**config.mk**
```make
export PLATFORM = sky130hd
export DESIGN_NAME = read_pulse_out
export DESIGN_NICKNAME = d
export VERILOG_FILES = /design/src/hdl/read_pulse_pkg.sv /design/src/hdl/trig_fifo.sv /design/src/hdl/read_pulse_out.sv
export SDC_FILE = /design/constraint.sdc
export NUM_CORES = 1
export LEC_CHECK = 0
export ABC_AREA = 0
export BUFFER_PORTS_ARGS = -buffer_cell sky130_fd_sc_hd__buf_2
export CORE_MARGIN = 2
export CORE_UTILIZATION = 60
export DETAILED_ROUTE_END_ITERATION = 16
export PLACE_DENSITY = 0.79
export SLEW_MARGIN = 40
export SYNTH_ARGS = -nofsm -noshare
export SYNTH_HDL_FRONTEND = slang
export SYNTH_HIERARCHICAL = 1
export SYNTH_SLANG_ARGS = --single-unit
```
**constraint.sdc**
```tcl
create_clock -name ref_clk -period 3.4 [get_ports ref_clk]
set_input_delay 0 -clock ref_clk [delete_from_list [all_inputs] [get_ports ref_clk]]
set_output_delay 0 -clock ref_clk [all_outputs]
set_load 0.01 [all_outputs]
```
**src/hdl/read_pulse_pkg.sv**
```systemverilog
// constants for the drive read pulse output stage
package read_pulse_pkg;
    localparam int          CLK_MHZ         = 50;
    localparam int          PULSE_WIDTH_US  = 1;
    localparam int          PULSE_CYCLES    = PULSE_WIDTH_US * CLK_MHZ;
    localparam int          WBUSY_HOLD_US   = 900;
    localparam int          WBUSY_CYCLES    = WBUSY_HOLD_US * CLK_MHZ;
    // shortest and longest legal level of the digitized read signal, in cycles
    localparam int          MIN_LEVEL_CYC   = 4;
    localparam int          MAX_LEVEL_CYC   = 400;
    localparam int          CNT_W           = 16;
    localparam int          FIFO_W          = 1;
    localparam int          FIFO_DEPTH      = 8;
    localparam int          WBUSY_W         = 16;
    localparam logic [CNT_W-1:0] CNT_ZERO   = 16'h0000;
endpackage

```
**src/hdl/trig_fifo.sv**
```systemverilog
// small valid/ready fifo carrying validated transition triggers
`timescale 1ns/1ns
`default_nettype none
module trig_fifo #(
    parameter int W     = 1,
    parameter int DEPTH = 8
) (
    input  wire logic         ref_clk,
    input  wire logic         rst,
    input  wire logic         ce,
    input  wire logic         in_valid,
    output var  logic         in_ready,
    input  wire logic [W-1:0] in_data,
    output var  logic         out_valid,
    input  wire logic         out_ready,
    output var  logic [W-1:0] out_data
);
    localparam int AW = $clog2(DEPTH);
    typedef struct packed {
        logic [AW-1:0] wp;
        logic [AW-1:0] rp;
        logic [AW:0]   cnt;
    } fifo_st_t;
    fifo_st_t s_q, s_d;
    logic [W-1:0] mem [DEPTH];
    logic push, pop;

    assign push      = in_valid && in_ready;
    assign pop       = out_valid && out_ready;
    assign in_ready  = s_q.cnt != (AW+1)'(DEPTH);
    assign out_valid = s_q.cnt != '0;
    assign out_data  = mem[s_q.rp];

    always_comb begin
        s_d = s_q;
        if (push) s_d.wp = s_q.wp + 1'b1;
        if (pop) s_d.rp = s_q.rp + 1'b1;
        s_d.cnt = s_q.cnt + (AW+1)'(push) - (AW+1)'(pop);
    end

    always_ff @(posedge ref_clk or posedge rst) begin
        if (rst) begin
            s_q <= '0;
        end else if (ce) begin
            s_q <= s_d;
        end
    end

    always_ff @(posedge ref_clk) begin
        if (ce && push) begin
            mem[s_q.wp] <= in_data;
        end
    end
endmodule
`default_nettype wire

```
**src/hdl/read_pulse_out.sv**
```systemverilog
// read data output stage: validate, edge detect, one-shot, gate
// Behaviour
// - one low pulse per detected transition; a transition during a running pulse extends that pulse instead
// - pulse stays low one microsecond
// - leading edge marks transition position
// - no pulses while unit not selected
// - one-shot enabled only in read state
// - reject read levels outside duty limits
// - edge detector gives single trigger per transition
// - front end ignores input while writing
// - write busy forces output inactive
// - write busy holds 900 us after write
`timescale 1ns/1ns
`default_nettype none
module read_pulse_out
    import read_pulse_pkg::*;
#(
    parameter int WBUSY_HOLD = WBUSY_CYCLES
) (
    input  wire logic ref_clk,
    input  wire logic rst,
    input  wire logic ce,
    input  wire logic unit_sel,
    input  wire logic write_active,
    input  wire logic write_data_pulse,
    input  wire logic rd_digital,
    output var  logic read_data_n,
    output var  logic write_busy
);
    import read_pulse_pkg::*;

    typedef struct packed {
        logic             rd_prev;
        logic             level;
        logic [CNT_W-1:0] lvl_cnt;
        logic             cand_pend;
        logic [CNT_W-1:0] shot_cnt;
        logic [WBUSY_W-1:0] busy_cnt;
        logic             busy;
        logic             out_n;
    } st_t;
    st_t s_q, s_d;

    logic             raw_edge;
    logic             trig_valid;
    logic             trig_ready;
    logic             fifo_valid;
    logic             fifo_data;
    logic             read_state;

    function automatic logic [CNT_W-1:0] sat_inc(input logic [CNT_W-1:0] v);
        return (v == '1) ? v : v + 1'b1;
    endfunction

    // duty window on the length of the level that just ended; used by the
    // validator and by its checker so both agree on the end points
    function automatic logic level_ok(input logic [CNT_W-1:0] len);
        return len >= CNT_W'(MIN_LEVEL_CYC - 1) && len < CNT_W'(MAX_LEVEL_CYC);
    endfunction

    assign read_state = !s_q.busy && !write_active;
    assign raw_edge   = read_state && (rd_digital != s_q.rd_prev);

    ////////////////////////////////////////////////////////////////////////
    // duty validation: a level change is accepted only when the previous
    // level lasted within limits; a too-short level is a glitch and dropped
    always_comb begin
        s_d = s_q;
        trig_valid = 1'b0;
        // keep following the pin while writing, so the level left by the
        // write is not taken as a fresh transition once reading resumes
        s_d.rd_prev = rd_digital;
        s_d.lvl_cnt = sat_inc(s_q.lvl_cnt);
        if (raw_edge) begin
            s_d.lvl_cnt = CNT_ZERO;
            if (level_ok(s_q.lvl_cnt)) begin
                s_d.cand_pend = 1'b1;
            end
            s_d.level = rd_digital;
        end
        if (s_q.cand_pend) begin
            trig_valid = 1'b1;
            if (trig_ready) s_d.cand_pend = 1'b0;
        end

        // write busy hold after the last write activity; a data pulse alone
        // also restarts the hold, since it may trail the write gate
        if (write_active || write_data_pulse) begin
            s_d.busy     = 1'b1;
            s_d.busy_cnt = WBUSY_W'(WBUSY_HOLD);
        end else if (s_q.busy_cnt != '0) begin
            s_d.busy_cnt = s_q.busy_cnt - 1'b1;
            s_d.busy     = s_q.busy_cnt != WBUSY_W'(1);
        end else begin
            s_d.busy = 1'b0;
        end

        // one-shot, retriggerable, only in read state; a retrigger reloads
        // the full width instead of adding to it, the controller times
        // from the leading edge only
        if (!read_state) begin
            s_d.shot_cnt = CNT_ZERO;
        end else if (fifo_valid && fifo_data) begin
            s_d.shot_cnt = CNT_W'(PULSE_CYCLES);
        end else if (s_q.shot_cnt != CNT_ZERO) begin
            s_d.shot_cnt = s_q.shot_cnt - 1'b1;
        end
        // leading edge follows trigger straight away
        s_d.out_n = !(unit_sel && !s_q.busy && s_d.shot_cnt != CNT_ZERO);
    end

    always_ff @(posedge ref_clk or posedge rst) begin
        if (rst) begin
            s_q <= '{out_n: 1'b1, default: '0};
        end else if (ce) begin
            s_q <= s_d;
        end
    end

    assign read_data_n = s_q.out_n;
    assign write_busy  = s_q.busy;

    ////////////////////////////////////////////////////////////////////////
    // triggers pass a short fifo; drained every cycle so it adds one cycle
    // depth is far above need, room left for a consumer that may stall
    trig_fifo #(.W(FIFO_W), .DEPTH(FIFO_DEPTH)) u_fifo (
        .ref_clk   (ref_clk),
        .rst       (rst),
        .ce        (ce),
        .in_valid  (trig_valid),
        .in_ready  (trig_ready),
        .in_data   (1'b1),
        .out_valid (fifo_valid),
        .out_ready (1'b1),
        .out_data  (fifo_data)
    );

    ////////////////////////////////////////////////////////////////////////
    // output gating: select and write busy win over the one-shot
    AST_NO_SEL: assert property (@(posedge ref_clk) disable iff (rst)
        ce && !unit_sel |=> read_data_n) else $error("pulse while deselected");
    AST_BUSY: assert property (@(posedge ref_clk) disable iff (rst)
        ce && write_busy |=> read_data_n) else $error("pulse while write busy");
    AST_LEAD: assert property (@(posedge ref_clk) disable iff (rst)
        ce && fifo_valid && read_state && unit_sel && !write_busy |=> !read_data_n)
        else $error("leading edge late");
    AST_WIDTH: assert property (@(posedge ref_clk) disable iff (rst)
        ce && fifo_valid && read_state && unit_sel && !write_busy
        |=> (!read_data_n || !ce || fifo_valid || !read_state) [*8])
        else $error("pulse too short");

    // one-shot counter: load, count down, idle
    AST_SHOT_LOAD: assert property (@(posedge ref_clk) disable iff (rst)
        ce && fifo_valid && read_state |=> s_q.shot_cnt == CNT_W'(PULSE_CYCLES))
        else $error("one-shot not restarted");
    AST_SHOT_DOWN: assert property (@(posedge ref_clk) disable iff (rst)
        ce && read_state && !fifo_valid && s_q.shot_cnt != CNT_ZERO
        |=> s_q.shot_cnt == $past(s_q.shot_cnt) - CNT_W'(1))
        else $error("one-shot count skipped");
    AST_SHOT_IDLE: assert property (@(posedge ref_clk) disable iff (rst)
        ce && read_state && !fifo_valid && s_q.shot_cnt == CNT_ZERO |=> read_data_n)
        else $error("pulse without a running one-shot");
    AST_READ_ONLY: assert property (@(posedge ref_clk) disable iff (rst)
        ce && !read_state |=> s_q.shot_cnt == CNT_ZERO) else $error("shot outside read");

    // front end: write blocking, duty window, single trigger
    AST_BLOCK: assert property (@(posedge ref_clk) disable iff (rst)
        ce && !read_state && !s_q.cand_pend |=> !s_q.cand_pend)
        else $error("edge taken while writing");
    AST_GLITCH: assert property (@(posedge ref_clk) disable iff (rst)
        ce && raw_edge && !level_ok(s_q.lvl_cnt) && !s_q.cand_pend
        |=> !s_q.cand_pend) else $error("glitch accepted");
    AST_ONE_TRIG: assert property (@(posedge ref_clk) disable iff (rst)
        ce && s_q.cand_pend && trig_ready |=> !s_q.cand_pend || $past(raw_edge))
        else $error("trigger repeated");
    AST_CAND_HOLD: assert property (@(posedge ref_clk) disable iff (rst)
        ce && s_q.cand_pend && !trig_ready |=> s_q.cand_pend) else $error("trigger lost");
    AST_FIFO_ROOM: assert property (@(posedge ref_clk) disable iff (rst)
        ce && trig_valid |-> trig_ready) else $error("trigger fifo full");
    AST_PULSE: assert property (@(posedge ref_clk) disable iff (rst)
        ce && $rose(s_q.shot_cnt != CNT_ZERO) && unit_sel && !write_busy
        |-> $past(fifo_valid)) else $error("pulse without trigger");

    // write busy: set, hold, release
    AST_BUSY_SET: assert property (@(posedge ref_clk) disable iff (rst)
        ce && write_active |=> write_busy) else $error("busy not set");
    AST_WDP: assert property (@(posedge ref_clk) disable iff (rst)
        ce && write_data_pulse |=> write_busy && s_q.busy_cnt == WBUSY_W'(WBUSY_HOLD))
        else $error("data pulse did not restart hold");
    AST_BUSY_HOLD: assert property (@(posedge ref_clk) disable iff (rst)
        ce && !write_active && !write_data_pulse && s_q.busy_cnt > WBUSY_W'(1)
        |=> write_busy) else $error("busy dropped early");
    AST_BUSY_CLR: assert property (@(posedge ref_clk) disable iff (rst)
        ce && !write_active && !write_data_pulse && s_q.busy_cnt == WBUSY_W'(1)
        |=> !write_busy) else $error("busy held too long");

    // clock enable low freezes the output with all other state
    AST_FREEZE: assert property (@(posedge ref_clk) disable iff (rst)
        !ce |=> $stable(read_data_n)) else $error("output moved while frozen");

    COV_PULSE: cover property (@(posedge ref_clk) $fell(read_data_n));
    COV_RETRIG: cover property (@(posedge ref_clk) !read_data_n && fifo_valid);
    COV_BUSY_END: cover property (@(posedge ref_clk) $fell(write_busy));
    COV_GLITCH: cover property (@(posedge ref_clk) ce && raw_edge && !level_ok(s_q.lvl_cnt));
    COV_FREEZE: cover property (@(posedge ref_clk) !ce && !read_data_n);
endmodule
`default_nettype wire

```
# Word level (Yosys, flattened, before mapping)
# Cells that the tools add are included.
dict set report word_totals {
  regBits 56
  output_inout_bits 2
  wordCells 50
}
dict set report op_classes {
  n_reduce_logical 18
  add_sub_neg 5
  n_eq_ne 5
  magnitude_cmp 2
  n_mux 12
}
# operator count
set op_table {}
lappend op_table {{16-bit two-way mux} 5}
lappend op_table {{16-bit nonzero test} 3}
lappend op_table {{17-bit two-way mux} 2}
lappend op_table {{16-bit by 1-bit subtractor with 16-bit output, second input constant} 2}
lappend op_table {{16-bit by 1-bit adder with 16-bit output, second input constant} 1}
lappend op_table {{16-bit == test, second input constant} 1}
lappend op_table {{16-bit by 2-bit greater-or-equal comparator with 1-bit output, second input constant} 1}
lappend op_table {{16-bit by 9-bit less-than comparator with 1-bit output, second input constant} 1}
lappend op_table {{16-bit by 1-bit != test with 1-bit output, second input constant} 1}
lappend op_table {{1-bit logical AND} 6}
lappend op_table {{1-bit two-way mux} 5}
lappend op_table {{4-bit by 1-bit adder with 4-bit output} 1}
lappend op_table {{4-bit != test, second input constant} 1}
lappend op_table {{2-bit AND reduction} 2}
lappend op_table {{4-bit nonzero test} 1}
lappend op_table {{4-bit by 1-bit subtractor with 4-bit output} 1}
lappend op_table {{1-bit logical NOT} 3}
lappend op_table {{2-bit != test, second input constant} 1}
lappend op_table {{2-bit nonzero test} 1}
lappend op_table {{1-bit logical AND, second input constant} 1}
lappend op_table {{1-bit logical OR} 1}
lappend op_table {{1-bit != test} 1}

# Longest topological paths before layout
# Gate-level depths: netlist (run 1).
dict set report depth {
  depth_word 7
  depth_mapped 11
  mapped_depth_nobuf 10
}

# Cells and area by module
# The synthesis (run 1) kept the hierarchy.
# module area_each_um2 cells_each instances
set by_module_without_submodules {}
lappend by_module_without_submodules {read_pulse_out 3025.4 339 1}
lappend by_module_without_submodules {trig_fifo 975.9 81 1}

# Worst setup path before layout (run 1)
# OpenSTA, ideal clock, no wires.
dict set report synth_timing {
  path_type {register to register}
  start {register, netlist name s_q[18]}
  end {register s_q, in the netlist read_data_n}
  required_ns 3.309
  arrival_ns 2.291
  setup_time_ns 0.091
  path_slack_ns 1.019
  stages_incl_launch_ff 10
  cell_sequence {dfrtp_1 inv_1 ha_1 nor3b_1 nand3_1 nor4_1 xnor2_1 o221ai_1 or3_1 o31ai_1}
}
# item line
set synth_lines {}
lappend synth_lines {{to (signal assigned)} read_pulse_out.sv:114} ;# s_q <= '{out_n: 1'b1, default: '0};
lappend synth_lines {{to (signal assigned)} read_pulse_out.sv:116} ;# s_q <= s_d;
lappend synth_lines {{to (decl)} read_pulse_out.sv:42} ;# st_t s_q, s_d;

==> out/results.tsv, run 1 <==
stage	metric	value	unit
cells_and_area	final_cell_mix	dfrtp_1 (61), nor2_1 (48), nand2_1 (41)	
sta	timing.final.ws_setup	0.628	ns
yosys	synth.distinct_cells	64	
sta	period_share	0.815	
cts	cts_resized	0	
routing	routed_wl	7650	um
setup_path	slowest_stage	dfrtp_1	
hold_path	worstHoldPathType	in -> reg	
sta	clock_skew	0.0109	ns
sta	fin_tns_setup	0	ns
cells_and_area	multi_input_area	2120	um^2
placement	portBuffers	8	
setup_path	worstSetupPathType	reg -> reg	
grt	grt_pass1_vias	3121	
setup_path	cp.arrival	3.01	ns
grt	grt-ovfl-total	0	
cells_and_area	final_common_cell	dfrtp_1	
cts	root_buffer	clkbuf_8	
die	core	6390	um^2
placement	dp_cells	504	
sta	drv_slew	0	
setup_path	cp-start-kind	register	
yosys	synth.avg_cell_area	9.53	um^2
power	irDropWorstVdd	423	uV
setup_path	worstPathMaxFanout	7	
status	status	completed	
yosys	ys_ff_latch	70	
yosys	yosysWarnings	6	
die	die_area	7340	um^2
die	start_util	0.627	
grt	grt_pass1_wl	13900	um
routing	first_pass_iters	4	
yosys	synth_ff_type	dfrtp_1	
placement	dpl_cell_area	4140	um^2
cts	htreeDepth	3	
cells_and_area	n_antenna_cell	0	
cts	post-cts-setup-buffers	0	
yosys	yosysSeqAreaShare	0.448	
yosys	async_flop_share	0.886	
routing	drtIter0Drc	208	
sta	max_freq	361	MHz
grt	antenna_found_initial	0	
cells_and_area	regArea	1790	um^2
placement	hpwl	5510	um
cells_and_area	stdcell_count	522	
setup_path	crit_chain	inv_1 -> ha_1 -> nor3b_1 -> nand3_1 -> nor4_1 -> xnor2_1 -> o221ai_1 -> or3_1 -> o31ai_1	
setup_path	cpLargestDelayFamily	simple AND/OR/NAND/NOR gates	
die	fp.dieW	85.7	um
cts	clockBufferDepth	2	
cells_and_area	nFillCells	514	
cts	cts-hold-fix-buffers	3	
sta	tightestPinTransition	0.681	ns
cts	clk_pin_slew_worst_paths	0.07	ns
routing	ant_nets	0	
cells_and_area	final_core_util	0.684	
cells_and_area	stdcell_area	4370	um^2
setup_path	ff2ff_setup_slack	0.63	ns
die	io_pins	9	
setup_path	path_buf_inv	1	
yosys	synthTopCellsByArea	dfrtp_1 (38%), edfxtp_1 (6.0%), xor2_1 (5.3%)	
cells_and_area	drive_gt1_frac	0.106	
power	p_per_area	522	nW/um^2
yosys	synth.largest_area_cell	dfrtp_1	
yosys	yosysTopAreaCellShare	0.381	
sta	min_period	2.77	ns
die	die_h	85.7	um
routing	num_vias	3126	
cells_and_area	final_nets	462	
die	core.rowCount	29	
cts	cts_buffers	9	
placement	place_ws	0.674	ns
sta	slew_headroom	0.534	
setup_path	cpPeakStageDelay	0.44	ns
sta	rsz0062_at_grt	no	
routing	routedWlPerCell	14.7	um
yosys	synth_edf_count	8	
power	p_leak	1.89	nW
yosys	syn_area	4000	um^2
sta	setup_violations	0	
job	maxCapViolCount	0	
setup_path	cp_data_required_time	3.64	ns
routing	drc	0	
grt	grt_usage	0.237	
yosys	synth_cells	420	
grt	grt_max_degree	33	
placement	gp_congestion	0.909	
cts	cts_tree	done	
sta	hold_violations	0	
cells_and_area	syn2layout_area_growth	9.10	%
cts	insertion_delay	0.34	ns
routing	viasPerCell	5.99	
setup_path	crit_path_end_kind	register	
cts	cts.sinks	70	
[kinds of logic after synthesis]
logic type,after synthesis,synth area share
multiplexers,10,0.0344
AO/OA/AOI/OAI,76,0.124
buffers and inverters,31,0.0306
adder cells (fa/ha/maj),14,0.0457
AND/OR/NAND/NOR,181,0.236
other,1,0.000937
XOR/XNOR,37,0.0810
flip-flops,70,0.448
[layer usage]
layer,track usage,share of wire,vias up
met3,0.0539,0.040,12
met5,0,0,-
li1,-,-,1541
met4,0.0794,0.012,0
met2,0.396,0.50,61
met1,0.309,0.45,1512
[cell type report]
| type | count | share of cell area |
|---|---|---|
| flip-flops and latches | 70 | 0.411 |
| inverters | 17 | 0.0146 |
| clock inverters | 1 | 0.00688 |
| clock buffers | 14 | 0.0373 |
| multi-input cells | 328 | 0.486 |
| well taps | 77 | 0.0221 |
| repair buffers | 15 | 0.0229 |
[path summary, 6_finish.rpt]
path                                  start       endpoint  cells past startpoint
setup / recovery                    s_q[18]    read_data_n                      9
hold / removal             write_data_pulse         s_q[2]                      3
setup reg to reg                    s_q[18]    read_data_n                      9
hold reg to reg                      s_q[3]         s_q[3]                      1
max in group asynchronous               rst    read_data_n                      4
min in group asynchronous               rst  u_fifo/s_q[1]                      3
[report_power, final]
part | switching, mW | internal [mW] | total [mW]
combinational | 0.316 | 0.253 | 0.570
clock | 0.289 | 0.377 | 0.665
sequential | 0.106 | 0.939 | 1.05
[metrics by stage]
step / power, mW / hold WS (ns)
2_1_floorplan: 1.50 / -0.160
3_3_place_gp: 1.59 / 0.0250
3_5_place_dp: 1.62 / 0.0308
4_1_cts: 2.30 / 0.0265
5_1_grt: 2.44 / 0.0600
6_report: 2.28 / 0.0480
[sequential cells by signal (all words and copies together) (netlist names)]
register,cells
read_data_n,1
s_q,50
u_fifo/mem,8
u_fifo/s_q,10
write_busy,1
[worst min-delay path, stage by stage]
cell	delay [ns]
buf_2	0.13
nor4_1	0.06
a21o_1	0.14
[cell usage after synthesis (all sizes together), types with 5 or more instances]
cell	count
dfrtp	61
nor2	48
nand2	41
o21ai	28
xor2	24
inv	16
nor4	16
a21oi	15
nand3	15
ha	13
nor3	13
xnor2	13
clkbuf	10
edfxtp	8
mux2	7
nand4	7
and3	6
nand3b	6
a22o	5
Note: power is estimated with default switching activity, not from simulation.
==> run 2: changes to the inputs <==
--- a/config.mk
+++ b/config.mk
@@ -8,9 +8,9 @@
 export ABC_AREA = 0
 export BUFFER_PORTS_ARGS = -buffer_cell sky130_fd_sc_hd__buf_2
 export CORE_MARGIN = 2
-export CORE_UTILIZATION = 60
+export CORE_UTILIZATION = 57
 export DETAILED_ROUTE_END_ITERATION = 16
-export PLACE_DENSITY = 0.79
+export PLACE_DENSITY = 0.78
 export SLEW_MARGIN = 40
 export SYNTH_ARGS = -nofsm -noshare
 export SYNTH_HDL_FRONTEND = slang
==> constraint.sdc (replaced) <==
create_clock -name ref_clk -period 2.2 [get_ports ref_clk]
set_input_delay 0 -clock ref_clk [delete_from_list [all_inputs] [get_ports ref_clk]]
set_output_delay 0 -clock ref_clk [all_outputs]
set_load 0.01 [all_outputs]
==> run 2 against run 1 <==
  * Non-clock buffer count increased by 67
  * Register-to-register slack got worse by 0.82 ns
  * Hold slack got worse by 0.018 ns
  * Critical path depth decreased by 2
  * Highest routed layer unchanged
  * Utilization increased by 8.9 points
  * Sequential share of layout area decreased by 6.9 points
  * Global-route usage increased by 3.4 points
  * The run now ends with negative setup slack left
  * Wire length increased by 46%
  * Combinational power increased to 2.8 times the previous value
  * Worst setup slack got worse by 0.82 ns
==> out/results.tsv, run 2 (synthesis results as in run 1) <==
stage	metric	value	unit
status	status	complete, but fails checks	
status	violations	negative setup slack	
setup_path	cpPeakStageDelay	0.55	ns
cells_and_area	top_register	s_q	
die	fp.dieW	87.8	um
die	core	6790	um^2
cts	htreeDepth	3	
cts	insertion_delay	0.35	ns
cts	clk_pin_slew_worst_paths	0.08	ns
cells_and_area	final_common_cell	buf_4	
grt	grt_usage	0.271	
setup_path	worstSetupPathType	reg -> reg	
job	maxCapViolCount	0	
setup_path	crit-reg2reg-launch	s_q[7]	
die	io_pins	9	
sta	drv_slew	0	
sta	fin_tns_setup	-2.19	ns
placement	hpwl	6620	um
setup_path	slowest_stage	or4_4	
grt	grt-ovfl-total	0	
sta	rsz0062_at_grt	yes	
sta	max_freq	419	MHz
cells_and_area	stdcell_count	609	
setup_path	cp_data_required_time	2.42	ns
hold_path	min_from	unit_sel	
power	p_leak	2.32	nW
setup_path	cp.arrival	2.61	ns
sta	hold_violations	0	
cells_and_area	syn2layout_area_growth	31.1	%
cts	cts.sinks	70	
cells_and_area	drive_gt1_frac	0.331	
cells_and_area	stdcell_area	5250	um^2
setup_path	cp_num_cells	7	
setup_path	crit_chain	or4_4 -> or4_4 -> nor3_4 -> a21oi_4 -> nand3b_1 -> xor2_1 -> nor2_1	
sta	whs	0.0303	ns
sta	min_period	2.39	ns
cts	cts_buffers	9	
cells_and_area	final_core_util	0.772	
hold_path	worstHoldPathType	in -> reg	
cells_and_area	largest_reg_flops	50	
sta	setup_violations	20	
routing	drtIter0Drc	241	
setup_path	rr_worst_depth	7	
cells_and_area	final_nets	529	
setup_path	cpLargestDelayFamily	simple AND/OR/NAND/NOR gates	
cells_and_area	regArea	1790	um^2
placement	portBuffers	8	
hold_path	hold_end	read_data_n	
setup_path	path_buf_inv	0	
cts	clockBufferDepth	2	
grt	grt_pass1_vias	3558	
routing	ant_nets	0	
setup_path	r2r-end	s_q[7]	
cells_and_area	n_antenna_cell	0	
setup_path	crit_path_end_kind	register	
sta	clock_skew	0.0110	ns
cells_and_area	multi_input_area	2460	um^2
hold_path	whs_path_depth	4	
routing	num_vias	3736	
cells_and_area	final_cell_mix	buf_4 (69), dfrtp_1 (60), nor2_1 (46)	
cells_and_area	reg.largest.list	s_q: 50 flops, u_fifo/s_q: 10 flops, u_fifo/mem: 8 flops	
routing	routedWlPerCell	18.3	um
setup_path	ff2ff_setup_slack	-0.19	ns
die	start_util	0.589	
setup_path	cp_common_cell	or4_4	
setup_path	worstPathMaxFanout	8	
grt	antenna_found_initial	0	
setup_path	cp-start-kind	register	
grt	grt_max_degree	24	
routing	viasPerCell	6.13	
grt	grt_pass1_wl	16100	um
routing	first_pass_iters	5	
sta	timing.final.ws_setup	-0.188	ns
power	p_per_area	804	nW/um^2
sta	period_share	1.09	
placement	dp_cells	577	
placement	gp_congestion	0.955	
routing	drc	0	
die	die_h	87.8	um
placement	place_ws	-0.0853	ns
power	irDropWorstVdd	569	uV
die	core.rowCount	30	
die	die_area	7710	um^2
cts	root_buffer	clkbuf_8	
routing	routed_wl	11100	um
cts	cts_tree	done	
cells_and_area	nFillCells	411	
placement	dpl_cell_area	4590	um^2
power	power	4.22	mW
## run 2: cell count changes in the layout (fill, tap and decap cells not counted), sizes merged
cell,previous run,this run
buf,12,80
clkbuf,14,12
clkinv,1,3
clkinvlp,0,2
bufinv,1,0
dlygate4sd3,3,2
## run 2: timing repair
action                                  CTS  global route
pin swaps                                 9            19
hold buffers                              2             0
endpoints found under the setup margin   24            33
resized for setup                        24            51
cloned                                    0             0
hold endpoints to repair                 62             0
buffers inserted                          8             6
## run 2: worst max-delay path by stage
stage                       start     endpoint
global route               s_q[7]       s_q[7]
floorplan                  s_q[7]       s_q[5]
CTS                 u_fifo/s_q[5]  read_data_n
finish                     s_q[7]       s_q[7]
global placement           s_q[7]       s_q[5]
detailed placement  u_fifo/s_q[5]  read_data_n
## run 2: area by class of cell
class,instances,share of cell area
clock inverter,4,0.00548
multi-input combinational,328,0.469
inverter,17,0.0126
clock buffer,12,0.0317
timing repair buffer,82,0.117
sequential,70,0.342
tap,96,0.0229
## run 2: worst register-to-register path, delay by kind of cell, from the launching register on
family,cells,cell delay (ns)
flip-flops,1,0.39
XOR/XNOR,1,0.19
AND/OR/NAND/NOR,5,1.51
AO/OA/AOI/OAI,1,0.16
## run 2: routing by layer
metal  wire [um]  global-route usage
met4         402               0.136
met1        4370               0.325
met5           0                   0
met3         637              0.0518
met2        5720               0.466
## run 2: power by group
group          switching (mW)  leakage (nW)  internal, mW
sequential              0.177         0.851          1.45
clock                   0.512        0.0937         0.509
combinational           0.806          1.38         0.764
total                    1.49          2.32          2.72
